[src/lvd_defines.vh]
// Register map, field positions and reset values of the low-voltage detector
`ifndef LVD_DEFINES_VH
`define LVD_DEFINES_VH
`define LVD_ADDR_MODE 16'hffbe
`define LVD_ADDR_LEVEL 16'hffbf
`define LVD_ADDR_PORTDIR 16'hff2c
`define LVD_ADDR_CAUSE 16'hffac
`define LVD_ADDR_IRQ 16'hffe0
`define LVD_BIT_ENABLE 7
`define LVD_BIT_SOURCE 2
`define LVD_BIT_MODE 1
`define LVD_BIT_FLAG 0
`define LVD_BIT_CAUSE 0
`define LVD_BIT_PENDING 0
`define LVD_BIT_MASK 1
`define LVD_MODE_RST 8'h00
`define LVD_LEVEL_RST 8'h00
`define LVD_CODE_RST 4'h0
`define LVD_PORTDIR_RST 8'hff
`define LVD_EXT_CODE 5'h10
`define LVD_SETTLE_CYCLES 8'h64
`endif

[src/lvd_ctrl.v]
// Low-voltage detector control: registers, threshold select, reset and interrupt generation
`include "lvd_defines.vh"

// Behaviour
// - Level-select register at FFBF; kept on detector reset, cleared on other resets.
// - Four level bits pick sixteen thresholds, code zero highest, fifteen lowest.
// - External source uses fixed internal threshold, level code ignored.
// - Port direction resets to all ones; zero means output, one input.
// - Reset mode, supply source: hold reset while supply below threshold.
// - Reset mode, external source: hold reset while pin below fixed threshold.
// - Interrupt mode raises request on both threshold crossings.
// - While enabled and past the settling count, bit zero of mode register shows below-threshold state.
// - Setting reset mode while source is above threshold gives no reset.
// - A detector reset sets bit zero of the reset-cause register.
// - Every reset sets the detector interrupt mask.
// - Mode register: enable bit7, source bit2, mode bit1, flag bit0; kept on detector reset.
// - Clearing enable while below threshold in interrupt use raises the request.
// - Level flag reads zero while detection is disabled.
module lvd_ctrl (
    // Clock and reset
    input wire ref_clk,
    input wire sys_rst,
    input wire det_rst,
    // CPU register access
    input wire [15:0] cpu_addr,
    input wire cpu_wr,
    input wire cpu_rd,
    input wire [7:0] cpu_wdata,
    output reg [7:0] cpu_rdata,
    // Analog comparator
    input wire cmp_below,
    output reg [4:0] cmp_code,
    output reg cmp_enable,
    // Sense pin buffer
    output reg sense_pin_oe,
    // Chip reset and interrupt
    output reg detector_reset,
    output reg detector_irq
);
    reg [7:0] mode_r;
    reg [3:0] threshold_code_r;
    reg [7:0] port12_direction_r;
    reg detector_reset_cause_r;
    reg detector_irq_pending_r;
    reg detector_irq_mask_r;
    reg sync1_r;
    reg sync2_r;
    reg below_r;
    reg [7:0] settle_r;
    reg settled_r;
    reg armed_r;
    reg [7:0] mode_nxt;
    reg irq_evt;
    wire [7:0] mem_rdata;
    wire wr_mode;
    wire wr_level;
    wire wr_dir;
    wire wr_irq;
    wire wr_cause;
    wire detector_enable;
    wire source_select;
    wire reset_or_irq_mode;
    wire below_valid;
    wire below_level_flag;
    wire level_we;
    wire [7:0] level_wdata;
    wire crossing;

    // Full 16-bit compare of CPU address
    function hit;
        input [15:0] a;
        input [15:0] b;
        begin
            hit = (a == b);
        end
    endfunction

    assign wr_mode = cpu_wr && hit(cpu_addr, `LVD_ADDR_MODE);
    assign wr_level = cpu_wr && hit(cpu_addr, `LVD_ADDR_LEVEL);
    assign wr_dir = cpu_wr && hit(cpu_addr, `LVD_ADDR_PORTDIR);
    assign wr_irq = cpu_wr && hit(cpu_addr, `LVD_ADDR_IRQ);
    assign wr_cause = cpu_wr && hit(cpu_addr, `LVD_ADDR_CAUSE);
    assign level_we = sys_rst || (wr_level && !det_rst);
    assign level_wdata = sys_rst ? `LVD_LEVEL_RST : {4'h0, cpu_wdata[3:0]};
    assign crossing = below_valid && armed_r && (sync2_r != below_r);
    assign detector_enable = mode_r[`LVD_BIT_ENABLE];
    assign source_select = mode_r[`LVD_BIT_SOURCE];
    assign reset_or_irq_mode = mode_r[`LVD_BIT_MODE];
    assign below_valid = detector_enable && settled_r;
    assign below_level_flag = below_valid && below_r;

    // Level-select byte store, read back through its registered port
    lvd_reg8 u_shadow (
        .ref_clk(ref_clk),
        .we(level_we),
        .waddr(2'h0),
        .wdata(level_wdata),
        .raddr(2'h0),
        .rdata(mem_rdata)
    );

    // Comparator synchroniser
    always @(posedge ref_clk)
    begin
        sync1_r <= cmp_below;
        sync2_r <= sync1_r;
    end

    // Settling counter after enable
    // Kept through a detector reset so a looped-back reset stays held
    always @(posedge ref_clk)
    begin
        if (sys_rst || !detector_enable)
        begin
            settle_r <= 8'h00;
            settled_r <= 1'b0;
        end
        else if (settle_r != `LVD_SETTLE_CYCLES)
        begin
            settle_r <= settle_r + 8'h01;
        end
        else
        begin
            settled_r <= 1'b1;
        end
    end

    // Mode register write: flag bit is read-only
    always @*
    begin
        mode_nxt = mode_r;
        if (wr_mode)
        begin
            mode_nxt = {cpu_wdata[7], 4'h0, cpu_wdata[2:1], 1'b0};
        end
    end

    // Interrupt events: crossings and disable while below
    always @*
    begin
        irq_evt = 1'b0;
        if (!reset_or_irq_mode && crossing)
        begin
            irq_evt = 1'b1;
        end
        // Disabling while below counts as an event
        if (!reset_or_irq_mode && below_valid && below_r && !mode_nxt[`LVD_BIT_ENABLE])
        begin
            irq_evt = 1'b1;
        end
    end

    // Configuration: kept on detector reset, loaded with reset values on system reset (direction to all ones)
    always @(posedge ref_clk)
    begin
        if (sys_rst)
        begin
            mode_r <= `LVD_MODE_RST;
            threshold_code_r <= `LVD_CODE_RST;
            port12_direction_r <= `LVD_PORTDIR_RST;
        end
        else if (!det_rst)
        begin
            mode_r <= mode_nxt;
            if (wr_level)
            begin
                threshold_code_r <= cpu_wdata[3:0];
            end
            if (wr_dir)
            begin
                port12_direction_r <= cpu_wdata;
            end
        end
    end

    // Comparator state tracking; first valid sample only primes the edge detector
    always @(posedge ref_clk)
    begin
        if (sys_rst || !below_valid)
        begin
            below_r <= 1'b0;
            armed_r <= 1'b0;
        end
        else
        begin
            below_r <= sync2_r;
            armed_r <= 1'b1;
        end
    end

    // Reset cause, pending and mask flags
    always @(posedge ref_clk)
    begin
        if (sys_rst)
        begin
            detector_reset_cause_r <= 1'b0;
            detector_irq_pending_r <= 1'b0;
            detector_irq_mask_r <= 1'b1;
        end
        else if (det_rst)
        begin
            detector_reset_cause_r <= detector_reset_cause_r | detector_reset;
            detector_irq_pending_r <= 1'b0;
            detector_irq_mask_r <= 1'b1;
        end
        else
        begin
            if (detector_reset)
            begin
                detector_reset_cause_r <= 1'b1;
            end
            else if (wr_cause)
            begin
                detector_reset_cause_r <= cpu_wdata[`LVD_BIT_CAUSE];
            end
            // Hardware set wins over a software clear
            if (irq_evt)
            begin
                detector_irq_pending_r <= 1'b1;
            end
            else if (wr_irq)
            begin
                detector_irq_pending_r <= cpu_wdata[`LVD_BIT_PENDING];
            end
            if (wr_irq)
            begin
                detector_irq_mask_r <= cpu_wdata[`LVD_BIT_MASK];
            end
        end
    end

    // Outputs to analog, pins, reset and interrupt logic
    always @(posedge ref_clk)
    begin
        if (sys_rst)
        begin
            cmp_code <= 5'h00;
            cmp_enable <= 1'b0;
            sense_pin_oe <= 1'b0;
            detector_reset <= 1'b0;
            detector_irq <= 1'b0;
        end
        else
        begin
            cmp_code <= source_select ? `LVD_EXT_CODE : {1'b0, threshold_code_r};
            cmp_enable <= detector_enable;
            sense_pin_oe <= !port12_direction_r[0];
            detector_reset <= reset_or_irq_mode && below_valid && sync2_r;
            // Pulse only when unmasked; pending is set either way
            detector_irq <= irq_evt && !detector_irq_mask_r;
        end
    end

    // Register read path
    always @(posedge ref_clk)
    begin
        if (sys_rst)
        begin
            cpu_rdata <= 8'h00;
        end
        else
        begin
            if (!cpu_rd)
            begin
                cpu_rdata <= 8'h00;
            end
            else if (hit(cpu_addr, `LVD_ADDR_MODE))
            begin
                // Bit zero of the mode byte is the live flag
                cpu_rdata <= {mode_r[7:1], below_level_flag};
            end
            else if (hit(cpu_addr, `LVD_ADDR_LEVEL))
            begin
                cpu_rdata <= mem_rdata;
            end
            else if (hit(cpu_addr, `LVD_ADDR_PORTDIR))
            begin
                cpu_rdata <= port12_direction_r;
            end
            else if (hit(cpu_addr, `LVD_ADDR_CAUSE))
            begin
                cpu_rdata <= {7'h00, detector_reset_cause_r};
            end
            else if (hit(cpu_addr, `LVD_ADDR_IRQ))
            begin
                cpu_rdata <= {6'h00, detector_irq_mask_r, detector_irq_pending_r};
            end
            else
            begin
                cpu_rdata <= 8'h00;
            end
        end
    end
endmodule

[src/lvd_reg8.v]
// Small register file of byte storage with registered read data
module lvd_reg8 (
    // Clock
    input wire ref_clk,
    // Access
    input wire we,
    input wire [1:0] waddr,
    input wire [7:0] wdata,
    input wire [1:0] raddr,
    output reg [7:0] rdata
);
    reg [7:0] mem [0:3];

    always @(posedge ref_clk)
    begin
        if (we)
        begin
            mem[waddr] <= wdata;
        end
        // Write-through keeps a read right after a write current
        if (we && (waddr == raddr))
        begin
            rdata <= wdata;
        end
        else
        begin
            rdata <= mem[raddr];
        end
    end
endmodule
[config.mk]
export PLATFORM = sky130hd
export DESIGN_NAME = lvd_ctrl
export DESIGN_NICKNAME = d
export VERILOG_FILES = /design/src/lvd_ctrl.v /design/src/lvd_reg8.v
export VERILOG_INCLUDE_DIRS = /design/src /design/src/src
export SDC_FILE = /design/constraint.sdc
export NUM_CORES = 1
export LEC_CHECK = 0
export BUFFER_PORTS_ARGS = -buffer_cell sky130_fd_sc_hd__buf_2
export CORE_MARGIN = 3
export CORE_UTILIZATION = 48
export CTS_CLUSTER_DIAMETER = 30
export DETAILED_ROUTE_END_ITERATION = 10
export PLACE_DENSITY = 0.74
export SYNTH_ARGS = -nofsm -noshare
export SYNTH_HDL_FRONTEND = slang
export SYNTH_SLANG_ARGS = --single-unit
[constraint.sdc]
create_clock -name ref_clk -period 1.4 [get_ports ref_clk]
set_input_delay 0.14 -clock ref_clk [delete_from_list [all_inputs] [get_ports ref_clk]]
set_output_delay 0.14 -clock ref_clk [all_outputs]
set_load 0.005 [all_outputs]
==> results of run 1 <==
==> routing by layer <==
metal / wire length, um / share of wire [%] / up-vias / GRT usage (%)
met5: 0 / 0 / - / 0
met4: 102 / 1.9 / 0 / 8.89
met3: 454 / 8.3 / 10 / 6.35
met2: 2600 / 48 / 81 / 35.3
met1: 2290 / 42 / 924 / 26.3
li1: - / - / 1036 / -
==> logic make-up (layout without fill, tap and decap cells) <==
group / count (synthesis) / count (layout) / synth area share, %
XOR/XNOR: 6 / 6 / 2.34
AO/OA/AOI/OAI: 45 / 45 / 12.1
buffers and inverters: 18 / 95 / 3.45
adder cells (fa/ha/maj): 2 / 2 / 1.11
AND/OR/NAND/NOR: 111 / 111 / 31.0
multiplexers: 4 / 4 / 1.89
flip-flops: 52 / 52 / 48.1
==> synth_stat cells (2+ instances only) <==
cell type / instances / area (um^2)
a21oi_1: 9 / 45.0
mux2_2: 2 / 22.5
nor2b_1: 10 / 62.6
nor2_1: 14 / 52.6
a311o_1: 2 / 20.0
nor3_1: 8 / 40.0
nor4_1: 10 / 62.6
nand4_1: 5 / 31.3
nand4b_1: 2 / 17.5
or3_1: 2 / 12.5
xnor2_1: 3 / 26.3
nor4_4: 3 / 63.8
buf_2: 2 / 10.0
and2_1: 7 / 43.8
nand2b_1: 2 / 12.5
and4_1: 3 / 26.3
clkbuf_1: 6 / 22.5
and3_1: 5 / 31.3
nor3b_1: 2 / 15.0
edfxtp_1: 4 / 120
nand3_1: 22 / 110
dfxtp_1: 48 / 961
a31oi_1: 8 / 50.1
inv_2: 2 / 7.51
nand2_1: 10 / 37.5
o21ai_0: 17 / 85.1
a211oi_1: 2 / 15.0
mux2i_1: 2 / 20.0
ha_1: 2 / 25.0
buf_4: 2 / 15.0
nor3_4: 2 / 32.5
xor2_1: 3 / 26.3
inv_1: 6 / 22.5
==> worst min-delay path by stage <==
stage	from	to	slack, ns	cells past startpoint
after floorplan	cmp_below	sync1_r	0.17	0
after global placement	cmp_below	sync1_r	0.24	1
after detailed placement	cmp_below	sync1_r	0.24	1
after CTS	det_rst	detector_irq_pending_r	0.03	2
after global routing	det_rst	detector_irq_pending_r	0.02	2
final	det_rst	detector_irq_pending_r	0.04	2
==> registers in the layout (all words and copies together) (netlist names), 3 cells and up <==
signal              cells
u_shadow.mem            4
cpu_rdata               8
cmp_code                5
threshold_code_r        4
port12_direction_r      8
settle_r                8
mode_r                  3
==> through the flow <==
stage / area, um^2 / utilization [%]
finish: 2890 / 64.9
global route: 2890 / 64.9
global placement: 2730 / 61.4
floorplan: 2250 / -
detailed placement: 2730 / 61.4
CTS: 2850 / 64.2
==> layout make-up <==
type / instances / area, um^2
fill: 373 / 1560
multi-input combinational: 168 / 1110
sequential: 52 / 1080
timing repair buffer: 79 / 484
clock buffer: 6 / 72.6
tap: 52 / 65.1
clock inverter: 2 / 38.8
inverter: 8 / 30.0
==> power by group through the flow <==
stage	clock (mW)	sequential, mW	combinational, mW
floorplan	0	1.55	0.0728
global placement	0	1.55	0.183
detailed placement	0	1.55	0.185
CTS	1.05	1.51	0.188
global route	1.12	1.51	0.207
finish	1.04	1.51	0.190
==> timing repair <==
action	4_1_cts	5_1_grt
hold buffers	1	0
endpoints found under the setup margin	0	1
setup buffers	0	1
endpoints found under the hold margin	1	0
resized for setup	0	8
==> out/metrics.yaml, run 1 <==
setup_path:
  endpoint: "settle_r[0]"
  path_depth: 7
  path_class: "reg2reg"
  cp.required_ns: 1.60
  r2r-start: "settle_r[0]"
  ff2ff_setup_slack_ns: -0.008
  cp_cell_sequence: "inv_2 -> ha_4 -> nand4_1 -> nor4_4 -> buf_6 -> xnor2_2 -> nor2_1"
  critPathLaunchType: "register"
  cp_max_fo: 6
  critical_path_arrival_ns: 1.61
  r2r-end: "settle_r[0]"
  crit_buf_inv: 2
  startpoint: "settle_r[0]"
  worstSetupEndpointType: "register"
  crit_family: "simple AND/OR/NAND/NOR gates"
  slowest_stage: "dfxtp_2"
  ff2ff_path_depth: 7
  max_stage_delay_ns: 0.33
logic_synthesis:
  synth_warnings: 0
  yosys_register_bits: 52
  yosysUniqueCellTypes: 44
  seq_area_frac_synth_pct: 48.1
  syn-num-nets: 270
  syn_inst: 238
  synth_flop_cell: "dfxtp_1"
  async_flop_share_pct: 0
  syn-cell-area_um2: 2250
  synth_edf_count: 4
  synth_area_per_cell_um2: 9.45
timing:
  slew_viol_final: 0
  rsz0062_at_grt: "yes"
  setup_viol: 1
  fmax_mhz: 710
  fin_hold_ws_ns: 0.0378
  slew-limit-headroom_pct: 71.1
  layout_setup_ws_ns: -0.00797
  post-route-period-util_pct: 101
  worst_slew_pin_slew_ns: 0.430
  finClkSkew_ns: 0.00916
  fin_crit_ns: 1.41
  hold_viol: 0
  finalSetupTns_ns: -0.00797
cells_and_area:
  drive_gt1_share_pct: 32.4
  stdcell_count: 367
  synthToLayoutAreaGrowth_pct: 28.3
  antenna_cells: 0
  fin_nets: 346
  layout_common_cells: "46 x dfxtp_1, 46 x buf_2, 31 x buf_4"
grt:
  grt_max_degree: 19
  overflow: 0
  antenna_found_initial: 0
  grt_pass1_vias: 2011
  grt_use_total_pct: 21.5
  grt_pass1_wl_um: 9110
outcome:
  violations: "negative setup slack"
  status: "finished with violations"
flow_run:
  maxCapViolCount: 0
power_and_ir_drop:
  power.internal_mw: 2.13
  seqPwrFrac_pct: 55.2
  p_comb_share_pct: 6.9
  p_leak_nw: 1.17
  power_mw: 2.74
  clock_power_share_pct: 37.9
  power_switching_mw: 0.609
  p_per_area_nw_per_um2: 949
  ir_worst_vdd_v: 0.000515
  swShare_pct: 22.2
placed_design:
  post-place-ws_ns: -0.0905
  port_buffers: 46
  dp_hpwl_um: 4100
  routabilityCongestion: 0.861
  placedCellCount: 357
hold_path:
  worstHoldPathType: "in2reg"
route:
  drc: 0
  via_per_inst: 5.59
  vias: 2051
  drt_iter0_markers: 117
  ant_nets: 0
  wire_per_inst_um: 14.8
  routed_wl_um: 5440
  drt_first_pass_iters: 4
cts:
  clock_tree.root_cell: "clkbuf_8"
  clock_latency_ns: 0.31
  htreeDepth: 2
  clk_path_buf_depth: 2
  cts_tree: "done"
  clkTransAtPathRegs_ns: 0.09
  clock-sinks: 52
  cts_buffers: 5
floorplanning:
  design.die.area_um2: 5540
  ios: 47
  fp.dieW_um: 74.5
  start_util_pct: 50.6
  row_count: 24
  die_h_um: 74.5
  core_area_um2: 4440
Power figures use the tool's default switching activity.
==> run 2: changes to the inputs <==
--- a/config.mk
+++ b/config.mk
@@ -12,6 +12,7 @@
 export CTS_CLUSTER_DIAMETER = 30
 export DETAILED_ROUTE_END_ITERATION = 10
 export PLACE_DENSITY = 0.74
+export SKIP_CTS_REPAIR_TIMING = 1
 export SYNTH_ARGS = -nofsm -noshare
 export SYNTH_HDL_FRONTEND = slang
 export SYNTH_SLANG_ARGS = --single-unit
==> out/metrics.yaml, run 2 (same netlist as run 1, synthesis figures left out) <==
outcome:
  status: "finished with violations"
  violations: "negative setup slack"
power_and_ir_drop:
  power.internal_mw: 2.13  # about the same
  p_per_area_nw_per_um2: 949  # about the same
  seqPwrFrac_pct: 55.2  # about the same
  p_comb_share_pct: 6.9  # about the same
  clock_power_share_pct: 37.8  # about the same
  power_mw: 2.74  # about the same
  swShare_pct: 22.2  # -0.030 points
  power_switching_mw: 0.608  # -0.18%
  ir_worst_vdd_v: 0.000515  # about the same
  p_leak_nw: 1.17  # unchanged
placed_design:
  postPlaceCellArea_um2: 2730  # unchanged
  placedCellCount: 357  # unchanged
  routabilityCongestion: 0.861  # unchanged
  post-place-ws_ns: -0.0905  # unchanged
  dp_hpwl_um: 4100  # unchanged
  port_buffers: 46  # unchanged
timing:
  hold_viol: 0  # unchanged
  finalSetupTns_ns: -0.00940  # -0.00144 ns
  finClkSkew_ns: 0.00913  # -0.0000279 ns
  post-route-period-util_pct: 101  # +0.10 points
  fin_crit_ns: 1.41  # +0.00144 ns
  fmax_mhz: 710  # -0.10%
  setup_viol: 1  # unchanged
  slew_viol_final: 0  # unchanged
  layout_setup_ws_ns: -0.00940  # -0.00144 ns
  rsz0062_at_grt: "yes"
  worst_slew_pin_slew_ns: 0.430  # -0.000396 ns
  slew-limit-headroom_pct: 71.1  # about the same
  fin_hold_ws_ns: 0.0356  # -0.00218 ns
floorplanning:
  start_util_pct: 50.6  # unchanged
  fp.dieW_um: 74.5  # unchanged
  row_count: 24  # unchanged
  ios: 47  # unchanged
  core_area_um2: 4440  # unchanged
  die_h_um: 74.5  # unchanged
  design.die.area_um2: 5540  # unchanged
setup_path:
  critPathLaunchType: "register"
  crit_family: "simple AND/OR/NAND/NOR gates"
  slowest_stage: "dfxtp_2"
  crit_buf_inv: 2  # unchanged
  cp.required_ns: 1.60  # about the same
  cp_cell_sequence: "inv_2 -> ha_4 -> nand4_1 -> nor4_4 -> buf_6 -> xnor2_2 -> nor2_1"
  worstSetupEndpointType: "register"
  cp_max_fo: 6  # unchanged
  max_stage_delay_ns: 0.33  # about the same
  critical_path_arrival_ns: 1.61  # about the same
  path_class: "reg2reg"
route:
  wire_per_inst_um: 14.9  # +0.61%
  via_per_inst: 5.61  # +0.34%
  vias: 2058  # +0.34%
  drc: 0  # unchanged
  ant_nets: 0  # unchanged
  routed_wl_um: 5470  # +0.61%
  drt_iter0_markers: 166  # +42%
  drt_first_pass_iters: 4  # unchanged
cts:
  clock_latency_ns: 0.31  # about the same
  clock_tree.root_cell: "clkbuf_8"
  clk_path_buf_depth: 2  # unchanged
  clkTransAtPathRegs_ns: 0.09  # about the same
  htreeDepth: 2  # unchanged
  cts_buffers: 5  # unchanged
  cts_tree: "done"
  clock-sinks: 52  # unchanged
cells_and_area:
  utilization_pct: 64.9  # unchanged
  synthToLayoutAreaGrowth_pct: 28.3  # unchanged
  postLayoutCellArea_um2: 2890  # unchanged
  drive_gt1_share_pct: 32.4  # unchanged
  reg_top3: "cpu_rdata (8), port12_direction_r (8), settle_r (8)"
  stdcell_count: 367  # unchanged
  layout_common_cells: "46 x dfxtp_1, 46 x buf_2, 31 x buf_4"
  fin_nets: 346  # unchanged
  antenna_cells: 0  # unchanged
grt:
  antenna_found_initial: 0  # unchanged
  grt_pass1_vias: 2011  # unchanged
  grt_pass1_wl_um: 9110  # unchanged
  overflow: 0  # unchanged
  grt_use_total_pct: 21.5  # unchanged
  grt_max_degree: 19  # unchanged
hold_path:
  worstHoldPathType: "in2reg"
flow_run:
  maxCapViolCount: 0  # unchanged
## run 2: cell counts in the layout (fill, tap and decap cells not counted)
No cell type changed its count.
## run 2: worst paths after layout
check	startpoint	to	slack, ns	cells past startpoint
setup / recovery	settle_r[0]	settle_r[0]	-0.009	7
hold / removal	det_rst	detector_irq_pending_r	0.04	2
setup reg to reg	settle_r[0]	settle_r[0]	-0.009	7
hold reg to reg	sync1_r	sync2_r	0.33	0
## run 2: area by class of cell
class,instances,area [um^2]
Timing Repair Buffer,79,484
Fill cell,373,1560
Inverter,8,30.0
Tap cell,52,65.1
Sequential cell,52,1080
Clock buffer,6,72.6
Multi-Input combinational cell,168,1110
Clock inverter,2,38.8
## run 2: power by group through the flow
stage	clock [mW]	sequential, mW	combinational [mW]
finish	1.04	1.51	0.190
global route	1.12	1.51	0.207
CTS	1.05	1.51	0.186
detailed placement	0	1.55	0.185
global placement	0	1.55	0.183
floorplan	0	1.55	0.0728
## run 2: worst register-to-register path: stages, from the launching register on
cell and delay [ns]:
dfxtp_2 0.33, inv_2 0.07, ha_4 0.12, nand4_1 0.14, nor4_4 0.31, buf_6 0.18
xnor2_2 0.10, nor2_1 0.05
## run 2: layer usage
layer  routed length [um]  share of wire [%]  global-route usage [%]  up-vias
met1                 2320                 42                    26.3      934
met4                  102                1.9                    8.89        0
met5                    0                  0                       0        -
met3                  434                7.9                    6.35       10
li1                     -                  -                       -     1035
met2                 2620                 48                    35.3       79
==> run 3: changes to the inputs <==
--- a/config.mk
+++ b/config.mk
@@ -7,6 +7,7 @@
 export NUM_CORES = 1
 export LEC_CHECK = 0
 export BUFFER_PORTS_ARGS = -buffer_cell sky130_fd_sc_hd__buf_2
+export CAP_MARGIN = 20
 export CORE_MARGIN = 3
 export CORE_UTILIZATION = 48
 export CTS_CLUSTER_DIAMETER = 30
==> constraint.sdc (replaced) <==
create_clock -name ref_clk -period 1.4 [get_ports ref_clk]
set_input_delay 0.07 -clock ref_clk [delete_from_list [all_inputs] [get_ports ref_clk]]
set_output_delay 0.07 -clock ref_clk [all_outputs]
set_load 0.005 [all_outputs]
==> out/metrics.yaml, run 3 (same netlist as run 1, synthesis figures left out) <==
outcome:
  status: "finished clean"
hold_path:
  hold_depth: 2  # unchanged
  worstHoldPathType: "in2reg"
  min_to: "port12_direction_r[4]"
  hold_start: "cpu_wdata[4]"
grt:
  antenna_found_initial: 0  # unchanged
  grt_max_degree: 17  # -2
  grt_use_total_pct: 20.2  # -1.3 points
  grt_pass1_wl_um: 8610  # -5.5%
  overflow: 0  # unchanged
  grt_pass1_vias: 1846  # -8.2%
setup_path:
  slowest_stage: "dfxtp_2"
  cp_max_fo: 6  # unchanged
  r2r-start: "settle_r[0]"
  ff2ff_path_depth: 7  # unchanged
  critical_path_arrival_ns: 1.55  # -0.06 ns
  max_stage_delay_ns: 0.33  # about the same
  cp_cell_sequence: "inv_2 -> ha_1 -> nand4_1 -> nor4_4 -> buf_4 -> xnor2_1 -> nor2_1"
  path_class: "reg2reg"
  critPathLaunchType: "register"
  ff2ff_setup_slack_ns: 0.05  # +0.06 ns
  worstSetupEndpointType: "register"
  cp.required_ns: 1.60  # about the same
  r2r-end: "settle_r[0]"
cells_and_area:
  layout_common_cells: "47 x dfxtp_1, 46 x buf_2, 29 x buf_4"
  synthToLayoutAreaGrowth_pct: 25.3
  postLayoutCellArea_um2: 2820  # -2.3%
  final_common_cell: "dfxtp_1"
  fin_nets: 344  # -0.58%
  reg_top3: "cpu_rdata (8), port12_direction_r (8), settle_r (8)"
  drive_gt1_share_pct: 30.0  # -2.3 points
  antenna_cells: 0  # unchanged
placed_design:
  postPlaceCellArea_um2: 2720  # -0.55%
  routabilityCongestion: 0.855  # -0.63%
  port_buffers: 46  # unchanged
  dp_hpwl_um: 4120  # +0.46%
floorplanning:
  ios: 47  # unchanged
  core_area_um2: 4440  # unchanged
  die_h_um: 74.5  # unchanged
  row_count: 24  # unchanged
  fp.dieW_um: 74.5  # unchanged
  start_util_pct: 50.6  # unchanged
  design.die.area_um2: 5540  # unchanged
power_and_ir_drop:
  power.internal_mw: 1.94  # -8.9%
  seqPwrFrac_pct: 60.4  # +5.2 points
  p_leak_nw: 1.13  # -2.9%
  p_comb_share_pct: 7.6  # +0.7 points
  ir_worst_vdd_v: 0.000623  # +21%
  swShare_pct: 22.4  # +0.22 points
  clock_power_share_pct: 31.9  # -5.9 points
  power_switching_mw: 0.561  # -7.7%
  p_per_area_nw_per_um2: 888  # -6.4%
cts:
  clock_latency_ns: 0.30  # about the same
  htreeDepth: 2  # unchanged
  clkTransAtPathRegs_ns: 0.09  # about the same
  cts_buffers: 5  # unchanged
  cts_tree: "done"
  clock-sinks: 52  # unchanged
  clock_tree.root_cell: "clkbuf_8"
  clk_path_buf_depth: 2  # unchanged
route:
  ant_nets: 0  # unchanged
  drc: 0  # unchanged
  drt_iter0_markers: 184  # +11%
  via_per_inst: 5.57  # -0.67%
  wire_per_inst_um: 14.6  # -2.3%
  routed_wl_um: 5320  # -2.8%
  vias: 2033  # -1.2%
  drt_first_pass_iters: 4  # unchanged
timing:
  fmax_mhz: 743  # +4.8%
  fin_hold_ws_ns: 0.0259  # -0.00973 ns
  post-route-period-util_pct: 96.1  # -4.6 points
  slew_viol_final: 0  # unchanged
  fin_crit_ns: 1.35  # -0.0643 ns
  setup_viol: 0  # -1
  slew-limit-headroom_pct: 70.5  # -0.60 points
  rsz0062_at_grt: "yes"
  hold_viol: 0  # unchanged
  finClkSkew_ns: 0.00939  # +0.000257 ns
  worst_slew_pin_slew_ns: 0.441  # +0.0113 ns
flow_run:
  maxCapViolCount: 0  # unchanged
[run 3: per-stage QoR]
step | total power [mW] | setup TNS [ns] | cells | util, % | setup slack (ns)
after floorplan | 1.62 | 0 | 238 | - | 0.0382
final | 2.50 | 0 | 365 | 63.4 | 0.0549
after detailed placement | 1.73 | -0.0757 | 355 | 61.1 | -0.0404
after global routing | 2.60 | -0.0313 | 365 | 63.4 | -0.0313
after global placement | 1.73 | 0 | 355 | 61.1 | 0.0156
after CTS | 2.52 | 0 | 363 | 62.9 | 0.0300
[run 3: power by group through the flow]
stage	combinational, mW	clock (mW)	sequential [mW]
after floorplan	0.0727	0	1.55
after global placement	0.181	0	1.55
after detailed placement	0.184	0	1.55
after CTS	0.185	0.821	1.51
after global routing	0.207	0.884	1.51
final	0.191	0.799	1.51
[run 3: cell type report]
cell class,instances,area (um^2)
clock buffer,7,76.3
clock inverter,1,5.00
fill,392,1630
inverter,8,30.0
multi-input combinational,168,1090
sequential,52,1080
tap,52,65.1
timing repair buffer,77,468
[run 3: worst max path at each step]
stage	startpoint	endpoint	slack, ns	cells past startpoint
after CTS	settle_r[0]	settle_r[0]	0.03	7
after global routing	settle_r[0]	settle_r[0]	-0.03	7
after floorplan	settle_r[0]	settle_r[1]	0.04	6
final	settle_r[0]	settle_r[0]	0.05	7
after global placement	cpu_addr[6]	mode_r[2]	0.02	5
after detailed placement	cpu_addr[6]	mode_r[2]	-0.04	5
[run 3: critical path: cells and delay by family, from the launching register on]
family	cells	cell delay, ns
and+or+nand+nor	3	0.41
DFF	1	0.33
adders and majority gates	1	0.14
xor gates and xnor gates	1	0.12
buffers and inverters	2	0.27
[run 3: routing by layer]
layer | vias up | global-route usage [%] | share of wire (%) | routed length, um
met2 | 74 | 33.0 | 47 | 2530
met3 | 4 | 4.05 | 6.8 | 364
met1 | 925 | 27.0 | 45 | 2390
met4 | 0 | 6.13 | 0.79 | 42
li1 | 1030 | - | - | -
met5 | - | 0 | 0 | 0
